===== config.mk =====
export PLATFORM = sky130hd
export DESIGN_NAME = sample_lane_packer
export DESIGN_NICKNAME = d
export VERILOG_FILES = /design/src/sample_lane_packer_pkg.sv /design/src/lane_octet_shifter.sv /design/src/sample_lane_packer.sv
export SDC_FILE = /design/constraint.sdc
export NUM_CORES = 2
export LEC_CHECK = 0
export BUFFER_PORTS_ARGS = -buffer_cell sky130_fd_sc_hd__buf_2
export CAP_MARGIN = 10
export CORE_ASPECT_RATIO = 0.7
export CORE_UTILIZATION = 35
export CTS_CLUSTER_SIZE = 30
export DETAILED_ROUTE_END_ITERATION = 6
export GPL_ROUTABILITY_DRIVEN = 1
export GPL_TIMING_DRIVEN = 0
export MAX_ROUTING_LAYER = met4
export SYNTH_ARGS = -nofsm -noshare
export SYNTH_HDL_FRONTEND = slang
export SYNTH_SLANG_ARGS = --single-unit

===== constraint.sdc =====
create_clock -name clk_i -period 7 [get_ports clk_i]
set_clock_uncertainty 0.05 [all_clocks]
set_input_delay 1.05 -clock clk_i [delete_from_list [all_inputs] [get_ports clk_i]]
set_output_delay 1.05 -clock clk_i [all_outputs]
set_load 0.1 [all_outputs]

===== src/sample_lane_packer_pkg.sv =====
`default_nettype none
package sample_lane_packer_pkg;
	localparam int NUM_LANES = 8;
	localparam int NUM_CH    = 4;
	localparam int SAMPLE_W  = 9;
	localparam int OCTET_W   = 8;
	localparam int FRAME_W   = 40;
	localparam int MAX_SPF   = 8;

	localparam logic [3:0] MODE_4  = 4'h4;
	localparam logic [3:0] MODE_5  = 4'h5;
	localparam logic [3:0] MODE_6  = 4'h6;
	localparam logic [3:0] MODE_7  = 4'h7;
	localparam logic [3:0] MODE_8  = 4'h8;
	localparam logic [3:0] MODE_9  = 4'h9;
	localparam logic [3:0] MODE_10 = 4'ha;

	localparam logic [2:0]  CNT_RESET   = 3'h0;
	localparam logic [2:0]  REM_RESET   = 3'h0;
	localparam logic [7:0]  USED_RESET  = 8'h00;
	localparam logic        READY_RESET = 1'b0;

	typedef enum logic [1:0] {
		VAR_QUAD   = 2'b00,
		VAR_DUAL   = 2'b01,
		VAR_SINGLE = 2'b10
	} variant_e;

	typedef logic [SAMPLE_W-1:0] sample_t;

	typedef struct packed {
		sample_t [NUM_CH-1:0] ch;
	} sample_beat_s;

	typedef sample_beat_s [MAX_SPF-1:0] sample_frame_t;

	// Samples of each channel gathered before one frame can be packed; zero marks an unsupported mode.
	function automatic logic [3:0] samples_per_frame(input logic [3:0] mode);
		case (mode)
			MODE_4, MODE_5, MODE_7: samples_per_frame = 4'h1;
			MODE_6, MODE_8, MODE_9: samples_per_frame = 4'h2;
			MODE_10:                samples_per_frame = 4'h8;
			default:                samples_per_frame = 4'h0;
		endcase
	endfunction

	function automatic logic [2:0] octets_per_frame(input logic [3:0] mode);
		case (mode)
			MODE_4, MODE_5, MODE_6: octets_per_frame = 3'h2;
			MODE_8:                 octets_per_frame = 3'h3;
			MODE_10:                octets_per_frame = 3'h5;
			default:                octets_per_frame = 3'h1;
		endcase
	endfunction

	function automatic logic [3:0] lanes_used(input logic [3:0] mode, input variant_e variant);
		logic [3:0] nch;
		nch = (variant == VAR_QUAD) ? 4'h4 : ((variant == VAR_DUAL) ? 4'h2 : 4'h1);
		case (mode)
			MODE_4:          lanes_used = (variant == VAR_QUAD) ? 4'h3 : nch;
			MODE_5:          lanes_used = (variant == VAR_QUAD) ? 4'h2 : 4'h1;
			MODE_6:          lanes_used = (variant == VAR_QUAD) ? 4'h6 : ((variant == VAR_DUAL) ? 4'h3 : 4'h2);
			MODE_7, MODE_8:  lanes_used = nch;
			MODE_9, MODE_10: lanes_used = {nch[2:0], 1'b0};
			default:         lanes_used = 4'h0;
		endcase
	endfunction

	function automatic logic [11:0] pad12(input sample_t s);
		pad12 = {s, 3'h0};
	endfunction

	function automatic logic [9:0] pad10(input sample_t s);
		pad10 = {s, 1'h0};
	endfunction
endpackage
`default_nettype wire


===== src/lane_octet_shifter.sv =====
`timescale 1ns/100ps
`default_nettype none
module lane_octet_shifter (
	input  wire logic                                       clk_i,
	input  wire logic                                       rst_i,
	input  wire logic                                       ce_i,
	input  wire logic                                       load_i,
	input  wire logic                                       shift_i,
	input  wire logic                                       enable_i,
	input  wire logic [sample_lane_packer_pkg::FRAME_W-1:0] frame_i,
	output logic      [sample_lane_packer_pkg::OCTET_W-1:0] octet_o,
	output logic                                            valid_o
);
	localparam int FW = sample_lane_packer_pkg::FRAME_W;
	localparam int OW = sample_lane_packer_pkg::OCTET_W;

	logic [FW-1:0] hold;
	wire  [FW-1:0] src;
	wire           step;

	assign src  = load_i ? frame_i : hold;
	assign step = load_i | shift_i;

	// Octet 0 leaves first, taken from the top so nibble 0 is its upper nibble.
	always_ff @(posedge clk_i) begin
		if (rst_i) begin
			hold    <= '0;
			octet_o <= '0;
			valid_o <= 1'b0;
		end else if (ce_i) begin
			hold    <= step ? {src[FW-OW-1:0], {OW{1'b0}}} : hold;
			octet_o <= step ? src[FW-1:FW-OW] : '0;
			valid_o <= load_i ? enable_i : (shift_i & valid_o);
		end
	end
endmodule
`default_nettype wire


===== src/sample_lane_packer.sv =====
`timescale 1ns/100ps
`default_nettype none
// Notes on behaviour
// - Mode 4 pads 9-bit samples to 12 bits; three, two or one lanes.
// - Mode 4 lanes: A word plus B[8:5], then B[4:0] zeros and C[8:1].
// - Mode 5 packs 8-bit samples: lane 0 A then B, quad lane 1 C then D.
// - Mode 6 packs two 12-bit samples per channel over three lanes per pair.
// - Mode 7 puts one 8-bit sample per octet, each channel on its lane.
// - Mode 8 puts two 12-bit samples in three octets of the channel lane.
// - Mode 9 uses two lanes per channel, even samples first lane, odd second.
// - Mode 10 pads to 10 bits, four words in five octets on each lane of a pair.
// - Lanes of absent channels stay unused; C and D lanes only for quad.
module sample_lane_packer (
	input  wire logic                                             clk_i,
	input  wire logic                                             rst_i,
	input  wire logic                                             ce_i,
	input  wire logic [3:0]                                       lane_packing_mode_i,
	input  wire sample_lane_packer_pkg::variant_e                 variant_i,
	input  wire logic                                             sample_valid_i,
	input  wire sample_lane_packer_pkg::sample_beat_s             sample_i,
	output logic                                                  sample_ready_o,
	output logic [sample_lane_packer_pkg::NUM_LANES-1:0][7:0]     lane_octet_o,
	output logic [sample_lane_packer_pkg::NUM_LANES-1:0]          lane_valid_o,
	output logic [sample_lane_packer_pkg::NUM_LANES-1:0]          lane_enable_o
);
	localparam int NL = sample_lane_packer_pkg::NUM_LANES;
	localparam int FW = sample_lane_packer_pkg::FRAME_W;

	sample_lane_packer_pkg::sample_frame_t samp;
	sample_lane_packer_pkg::sample_frame_t cur;
	logic [2:0]         cnt;
	logic [2:0]         rem;
	logic [NL-1:0]      used;
	logic [NL-1:0][FW-1:0] frame;
	logic [NL-1:0]      next_used;

	wire  [3:0] spf;
	wire  [2:0] noct;
	wire  [3:0] lane_count;
	wire        mode_ok;
	wire        accept;
	wire        last;
	wire        load;
	wire        shift;
	wire  [2:0] next_cnt;
	wire  [2:0] next_rem;
	wire        next_ready;

	// Builds one lane's frame, left aligned, from the samples of one frame period.
	function automatic logic [FW-1:0] build_lane(input logic [3:0] mode,
			input sample_lane_packer_pkg::variant_e variant, input int l,
			input sample_lane_packer_pkg::sample_frame_t f);
		logic has_b;
		logic quad;
		int   pr;
		int   k;
		int   ch;
		int   c4;
		has_b = (variant != sample_lane_packer_pkg::VAR_SINGLE);
		quad  = (variant == sample_lane_packer_pkg::VAR_QUAD);
		pr    = (l < 6) ? 2 * (l / 3) : 0;
		k     = l % 2;
		ch    = l / 2;
		c4    = l % 4;
		build_lane = '0;
		case (mode)
			sample_lane_packer_pkg::MODE_4: begin
				if (l == 0)
					build_lane = {sample_lane_packer_pkg::pad12(f[0].ch[0]), has_b ? f[0].ch[1][8:5] : 4'h0, 24'h0};
				else if (l == 1)
					build_lane = {f[0].ch[1][4:0], 3'h0, quad ? f[0].ch[2][8:1] : 8'h00, 24'h0};
				else if (l == 2)
					build_lane = {f[0].ch[2][0], 3'h0, sample_lane_packer_pkg::pad12(f[0].ch[3]), 24'h0};
			end
			sample_lane_packer_pkg::MODE_5: begin
				if (l == 0)
					build_lane = {f[0].ch[0][8:1], has_b ? f[0].ch[1][8:1] : 8'h00, 24'h0};
				else if (l == 1)
					build_lane = {f[0].ch[2][8:1], f[0].ch[3][8:1], 24'h0};
			end
			sample_lane_packer_pkg::MODE_6: begin
				if (l % 3 == 0)
					build_lane = {sample_lane_packer_pkg::pad12(f[0].ch[pr]), f[1].ch[pr][8:5], 24'h0};
				else if (l % 3 == 1)
					build_lane = {f[1].ch[pr][4:0], 3'h0, has_b ? f[0].ch[pr+1][8:1] : 8'h00, 24'h0};
				else
					build_lane = {f[0].ch[pr+1][0], 3'h0, sample_lane_packer_pkg::pad12(f[1].ch[pr+1]), 24'h0};
			end
			sample_lane_packer_pkg::MODE_7: begin
				build_lane = {f[0].ch[c4][8:1], 32'h0};
			end
			sample_lane_packer_pkg::MODE_8: begin
				build_lane = {sample_lane_packer_pkg::pad12(f[0].ch[c4]),
					sample_lane_packer_pkg::pad12(f[1].ch[c4]), 16'h0};
			end
			sample_lane_packer_pkg::MODE_9: begin
				build_lane = {f[k].ch[ch][8:1], 32'h0};
			end
			sample_lane_packer_pkg::MODE_10: begin
				build_lane = {sample_lane_packer_pkg::pad10(f[k].ch[ch]), sample_lane_packer_pkg::pad10(f[k+2].ch[ch]),
					sample_lane_packer_pkg::pad10(f[k+4].ch[ch]), sample_lane_packer_pkg::pad10(f[k+6].ch[ch])};
			end
			default: build_lane = '0;
		endcase
	endfunction

	assign spf        = sample_lane_packer_pkg::samples_per_frame(lane_packing_mode_i);
	assign noct       = sample_lane_packer_pkg::octets_per_frame(lane_packing_mode_i);
	assign lane_count = sample_lane_packer_pkg::lanes_used(lane_packing_mode_i, variant_i);
	assign mode_ok    = (spf != 4'h0);
	assign accept     = sample_valid_i & sample_ready_o;
	assign last       = ({1'b0, cnt} == spf - 4'h1);
	assign load       = accept & last;
	assign shift      = (rem != 3'h0) & ~load;
	assign next_cnt   = accept ? (last ? 3'h0 : cnt + 3'h1) : cnt;
	assign next_rem   = load ? noct - 3'h1 : (shift ? rem - 3'h1 : rem);
	// Holding the last sample back until the lanes drain means a frame is never overwritten mid-flight.
	assign next_ready = mode_ok & ~(({1'b0, next_cnt} == spf - 4'h1) & (next_rem != 3'h0));

	genvar g;
	generate
		for (g = 0; g < sample_lane_packer_pkg::MAX_SPF; g++) begin : g_cur
			assign cur[g] = (cnt == 3'(g)) ? sample_i : samp[g];
		end
		for (g = 0; g < NL; g++) begin : g_lane
			assign next_used[g] = (lane_count > 4'(g));
			assign frame[g]     = next_used[g] ? build_lane(lane_packing_mode_i, variant_i, g, cur) : '0;
			lane_octet_shifter u_shift (
				.clk_i    (clk_i),
				.rst_i    (rst_i),
				.ce_i     (ce_i),
				.load_i   (load),
				.shift_i  (shift),
				.enable_i (next_used[g]),
				.frame_i  (frame[g]),
				.octet_o  (lane_octet_o[g]),
				.valid_o  (lane_valid_o[g])
			);
		end
	endgenerate

	always_ff @(posedge clk_i) begin
		if (rst_i) begin
			cnt            <= sample_lane_packer_pkg::CNT_RESET;
			rem            <= sample_lane_packer_pkg::REM_RESET;
			used           <= sample_lane_packer_pkg::USED_RESET;
			sample_ready_o <= sample_lane_packer_pkg::READY_RESET;
			samp           <= '0;
		end else if (ce_i) begin
			cnt            <= next_cnt;
			rem            <= next_rem;
			sample_ready_o <= next_ready;
			if (load)
				used <= next_used;
			if (accept)
				samp[cnt] <= sample_i;
		end
	end

	assign lane_enable_o = used;
endmodule
`default_nettype wire


* Yosys cells after proc, flatten, opt, wreduce, memory -nomap -nowiden
Index checks and enable logic that the tools add are counted.
Cells by class: equality and inequality tests 18, multiplexer cells 68, order comparisons 10, reduce and logical (&&, ||, !) cells 15, multipliers 0, bitwise operators 16, divide/modulo/power cells 0, add/subtract/negate cells 4, shift operators 0
Operators with widths (count):
- $pmux 40 s5 | 5
- $mux 40 | 16
- $pmux 40 s6 | 2
- $mux 36 | 9
- $bwmux 288 | 1
- $pmux 40 s7 | 1
- $demux 36 s3 | 1
- $mux 8 | 11
- $mux 3 | 7
- $pmux 4 s5 | 1
- $eq 4x3->1 const B | 4
- $gt 4x3->1 const B | 4
- $and 1x1->1 | 13
- $eq 3x3->1 const B | 4
- $eq 4x4->1 const B | 3
- $pmux 4 s3 | 1
- $mux 1 | 9
- $pmux 3 s3 | 1
- $reduce_or 3->1 | 3
- $eq 3x4->1 | 2
- $gt 4x1->1 const B | 2
- $gt 4x2->1 const B | 2
- $eq 3x2->1 const B | 2
- $reduce_and 2->1 | 3
- other kinds (18) | 24
Storage, ports and cells: output and inout port bits 81, memory bits (read-only) 0, bits in latches 0, logic and storage cells 191, memories kept 0, bits in registers 631, bits of input ports 46, RAM bits 0

* Longest topological paths before layout
depth in word-level cells 14, depth in mapped cells 15, gate-level depth less buffers 10

* By module
A second synthesis with hierarchy kept.
Second synthesis, totals: cells, all modules 3778, area, all modules 31775.5 um2
Modules (own cells, without submodules):
- sample_lane_packer | cells each 2546, area an instance 17241.5 um2, seq. area each 6065.8 um2, times used 1
- lane_octet_shifter | cells each 154, area an instance 1816.7 um2, seq. area each 820.8 um2, times used 8

* Worst setup path after synthesis
OpenSTA, ideal clock, no wires.
path kind input port to flip-flop, start input port lane_packing_mode_i[3], end register g_lane[1].u_shift.hold[27], cell stages on the path 14, setup slack 3.283 ns, arrival 3.535 ns, cells stage by stage buf_2 nor2b_1 buf_2 nand2_1 ha_1 xnor2_1 nor3_4 o211a_1 buf_2 o21ai_4 buf_2 buf_2 a221oi_1 nor3_1
On the way: cells in the longest elaborated chain, start to end 10, elaborated cells on any way between the ends 24, those cells by class add/sub: 1; order compare: 1; eq/ne: 8; mux: 5; bitwise: 4; reduce/logical: 5
RTL lines:
- from (decl) | RTL line sample_lane_packer.sv:17 | input wire logic [3:0] lane_packing_mode_i,
- $eq 4x3->1 / $eq 4x4->1 (equally long branches) | RTL line sample_lane_packer_pkg.sv:39, sample_lane_packer_pkg.sv:59, sample_lane_packer.sv:66
- $reduce_or 3->1 | RTL line sample_lane_packer_pkg.sv:39 | case (mode)
- $pmux 4 s3 | RTL line sample_lane_packer_pkg.sv:39
- $sub 4x1->4 | RTL line sample_lane_packer.sv:112 | assign last = ({1'b0, cnt} == spf - 4'h1);
- $eq 3x4->1 | RTL line sample_lane_packer.sv:112
- $and 1x1->1 | RTL line sample_lane_packer.sv:113 | assign load = accept & last;
- $not 1->1 | RTL line sample_lane_packer.sv:114 | assign shift = (rem != 3'h0) & ~load;
- $and 1x1->1 | RTL line sample_lane_packer.sv:114
- $or 1x1->1 | RTL line lane_octet_shifter.sv:22 | assign step = load_i | shift_i;
- $reduce_and 2->1 (no line)
- to (signal assigned) | RTL line lane_octet_shifter.sv:31 | hold <= step ? {src[FW-OW-1:0], {OW{1'b0}}} : hold;
- to (decl) | RTL line lane_octet_shifter.sv:17 | logic [FW-1:0] hold;
Several ways; a longest one is shown, not always the timed one. A chain may end at the register's enable or synchronous reset.

* Worst setup path after layout
start register cnt[1], end register g_lane[3].u_shift.hold[39]
On the way: cells in the longest elaborated chain, start to end 6, elaborated cells on any way between the ends 13, those cells by class eq/ne: 2; mux: 5; bitwise: 4; reduce/logical: 2
RTL lines:
- from (decl) | RTL line sample_lane_packer.sv:31 | logic [2:0] cnt;
- from (signal assigned) | RTL line sample_lane_packer.sv:144 | cnt <= sample_lane_packer_pkg::CNT_RESET;
- from (signal assigned) | RTL line sample_lane_packer.sv:150 | cnt <= next_cnt;
- parallel branches: the longest is 6 deep, another holds $pmux 40 s5
- to (signal assigned) | RTL line lane_octet_shifter.sv:31
- to (decl) | RTL line lane_octet_shifter.sv:17
Several ways; the timed one is not identified.

==> qor.csv <==
stage,metric,value,unit
run_status,status,finished with violations,
run_status,violations,"capacitance limit, slew limit",
clock_tree,post_cts_resized,0,
clock_tree,clock_path_buffers,3,
logic_synthesis,muxShareOfSynthArea,10.60,%
global_route,grt_antenna_before_repair,15,
placement,place_congestion,1.073,
cells_and_area,num-nets-final,3820,
worst_setup_path,startpoint_type,register,
logic_synthesis,syn_area,0.02879,mm2
detailed_routing,dr.pass1.iters,6,
clock_tree,htreeDepth,3,
logic_synthesis,seq_area_frac_synth,43.32,%
clock_tree,holdBufCountCts,0,
logic_synthesis,yosysMostFrequentCell,nand2_1,
cells_and_area,syn2layout_area_growth,16.95,%
clock_tree,clock_sinks,623,
worst_setup_path,worstSetupPathType,register to register,
timing,fmax,187.2,MHz
cells_and_area,drive_gt1_share,14.28,%
timing,finalHoldViolations,0,
logic_synthesis,syn_nets,3584,
logic_synthesis,ys.flop_type,dfxtp_1,
detailed_routing,wl_per_cell,37.25,um
worst_setup_path,cp-end-kind,register,
die,die_w,344.8,um
timing,setup_ws,1.658,ns
logic_synthesis,synth_top_area_share,43.32,%
cells_and_area,num-fill-cells,8486,
logic_synthesis,ys_ff_latch,623,
timing,setup_tns,0,ns
die,ioPinCount,127,
die,die_h,242.0,um
detailed_routing,drt_iter0_markers,5232,
logic_synthesis,synth_compound_area_share,20.93,%
detailed_routing,ant_nets,0,
clock_tree,cts_tree,yes,
logic_synthesis,netlist_instances,3528,
timing,min_period,5.342,ns
global_route,grt_pass1_wl,241600,um
clock_tree,clk_pin_slew,0.06,ns
detailed_routing,num_vias,31200,
logic_synthesis,yosysWarnings,0,
logic_synthesis,synth-simple-area-share,19.22,%
power_and_ir_drop,power_switching,3.263,mW
power_and_ir_drop,vdd_ir_drop_max,0.0001792,V
placement,io_buffers,124,
worst_setup_path,crit_required,7.44,ns
logic_synthesis,synth_cell_types,69,
power_and_ir_drop,switching_share,33.89,%
power_and_ir_drop,clockPowerShare,40.6,%
logic_synthesis,synth.avg_cell_area,8.161,um2
logic_synthesis,synthAdderAreaFrac,0.4346,%
logic_synthesis,synth_async_sr_flop_share,0,%
clock_tree,cts_made_buffers,69,
timing,setup_viol,0,
worst_setup_path,worstPathMaxFanout,10,
die,dieArea,0.08343,mm2
clock_tree,post_cts_buffers,0,
power_and_ir_drop,power_frac_seq,40.9,%
power_and_ir_drop,p_leak,12.13,nW
worst_setup_path,cp.arrival,5.78,ns
power_and_ir_drop,cellPowerDensity,285.9,mW/mm2
timing,rsz0062_at_grt,no,
logic_synthesis,synth_top_family_by_area,compound AO/OA/AOI/OAI gates,
detailed_routing,drc,0,
clock_tree,clock_latency,0.65,ns
detailed_routing,viasPerCell,6.369,
placement,dp_slack,1.187,ns
power_and_ir_drop,combPwrFrac,18.5,%
timing,tightest_slew,1.472,ns
logic_synthesis,synth_common_cells,"713 x nand2_1, 623 x dfxtp_1, 368 x a21oi_1",
detailed_routing,wirelength,182500,um
flow_run,max_cap_viol_count,2,
die,core,0.08099,mm2
global_route,grt_pass1_vias,27740,
power_and_ir_drop,p_int,6.363,mW
worst_hold_path,hold_path_class,register to register,
logic_synthesis,synth-edff-count,0,
logic_synthesis,synth_area_leaders,"dfxtp_1 43%, nand2_1 9.3%, a21oi_1 6.4%",
die,initial_core_util,35.55,%
global_route,grt_overflow,0,
global_route,gr-usage-all-layers,43.81,%
placement,hpwl,141500,um
timing,slew_headroom,-0.9453,%
logic_synthesis,synthXorXnorAreaFrac,0.1217,%
global_route,grt_max_degree,14,
logic_synthesis,synth_top_area_cell,dfxtp_1,
die,rows,87,
timing,fin_crit_sh,76.31,%
timing,drv_slew,1,
clock_tree,ctsRootBufferMaster,clkbuf_16,
-- power groups by stage --
stage / Clock (mW) / Sequential (mW) / Combinational (mW)
2_1_floorplan: 0 / 4.03 / 0.782
3_3_place_gp: 0 / 4.01 / 1.66
3_5_place_dp: 0 / 4.01 / 1.67
4_1_cts: 3.90 / 3.93 / 1.68
5_1_grt: 4.03 / 3.94 / 1.80
6_report: 3.91 / 3.94 / 1.78
-- stage by stage --
| step | util, % | hold slack, ns | total power, mW | std cells | area, um2 |
|---|---|---|---|---|---|
| global route | 41.56 | 0.4159 | 9.775 | 4894 | 33660 |
| finish | 41.58 | 0.4042 | 9.626 | 4898 | 33670 |
| global placement | 37.97 | 0.3868 | 5.667 | 4720 | 30750 |
| detailed placement | 38.55 | 0.3928 | 5.679 | 4754 | 31220 |
| CTS | 41.44 | 0.4017 | 9.510 | 4877 | 33560 |
| floorplan | - | 0.3816 | 4.812 | 3528 | 28790 |
-- layer usage --
layer	track usage [%]	routed length (um)	vias to the layer above	share of wire (%)
li1	-	-	13050	-
met1	63.00	80600	15560	44
met2	54.69	68560	2209	38
met3	15.15	25450	383	14
met4	16.53	7872	0	4.3
met5	-	0	-	0
-- sequential cells by signal, indices dropped and copies added (netlist names) --
name	count
rem	3
g_lane.u_shift.octet_o	64
g_lane.u_shift.hold	248
cnt	3
samp	288
g_lane.u_shift.valid_o	8
sample_ready_o	1
lane_enable_o	8
-- worst max-delay path, cell delays in order, from the launching register on --
cell,delay (ns)
dfxtp_1,0.39
clkbuf_1,0.63
inv_2,0.30
ha_1,0.38
nand2b_1,0.11
buf_4,0.29
buf_4,0.39
mux2i_1,1.14
o22ai_1,0.18
or2_2,0.35
a221oi_1,0.85
nor3_1,0.11
-- logic make-up after synthesis --
logic type / after synthesis
and+or+nand+nor: 1313
muxes: 290
DFF: 623
xor gates and xnor gates: 4
adders and majority gates: 10
buffers and inverters: 357
AOI/OAI and AO/OA: 931
-- layout make-up --
cell class / count / area (um2) / share of cell area, %
repair buffers: 165 / 1064 / 3.158
well taps: 1068 / 1336 / 3.968
multi-input cells: 2548 / 14870 / 44.16
diodes: 14 / 35.03 / 0.1040
clock buffers: 91 / 1911 / 5.674
inverters: 9 / 33.78 / 0.1003
clock inverters: 32 / 435.4 / 1.293
plain buffers: 348 / 1515 / 4.500
flip-flops and latches: 623 / 12470 / 37.04
-- worst paths after layout --
path                                endpoint  startpoint  slack [ns]  cells past startpoint
setup / recovery  g_lane[3].u_shift.hold[39]      cnt[1]        1.66                     11
hold / removal                     samp[220]   samp[220]        0.40                      2
setup reg to reg  g_lane[3].u_shift.hold[39]      cnt[1]        1.66                     11
hold reg to reg                    samp[220]   samp[220]        0.40                      2
-- layout by cell type, fill, tap and decap left out, types with 10 or more instances in the layout --
cell / Yosys / final
a211oi_1: 14 / 13
a21oi_1: 368 / 368
a221oi_1: 139 / 139
a22o_1: 22 / 22
a22oi_1: 45 / 45
a311oi_1: 11 / 11
a32oi_1: 17 / 17
and2_1: 15 / 15
buf_2: 71 / 195
buf_4: 30 / 46
buf_6: 1 / 18
clkbuf_1: 240 / 253
clkbuf_16: 0 / 70
clkinv_2: 0 / 13
dfxtp_1: 623 / 623
diode_2: 0 / 14
ha_1: 10 / 10
mux2_2: 119 / 119
mux2i_1: 171 / 152
mux2i_2: 0 / 19
nand2_1: 713 / 713
nand2b_1: 29 / 29
nand3_1: 45 / 45
nor2_1: 286 / 286
nor3_1: 175 / 172
o21ai_0: 89 / 89
o22a_1: 16 / 16
o22ai_1: 125 / 125
o2bb2ai_1: 25 / 25
(Power assumes the default switching activity.)
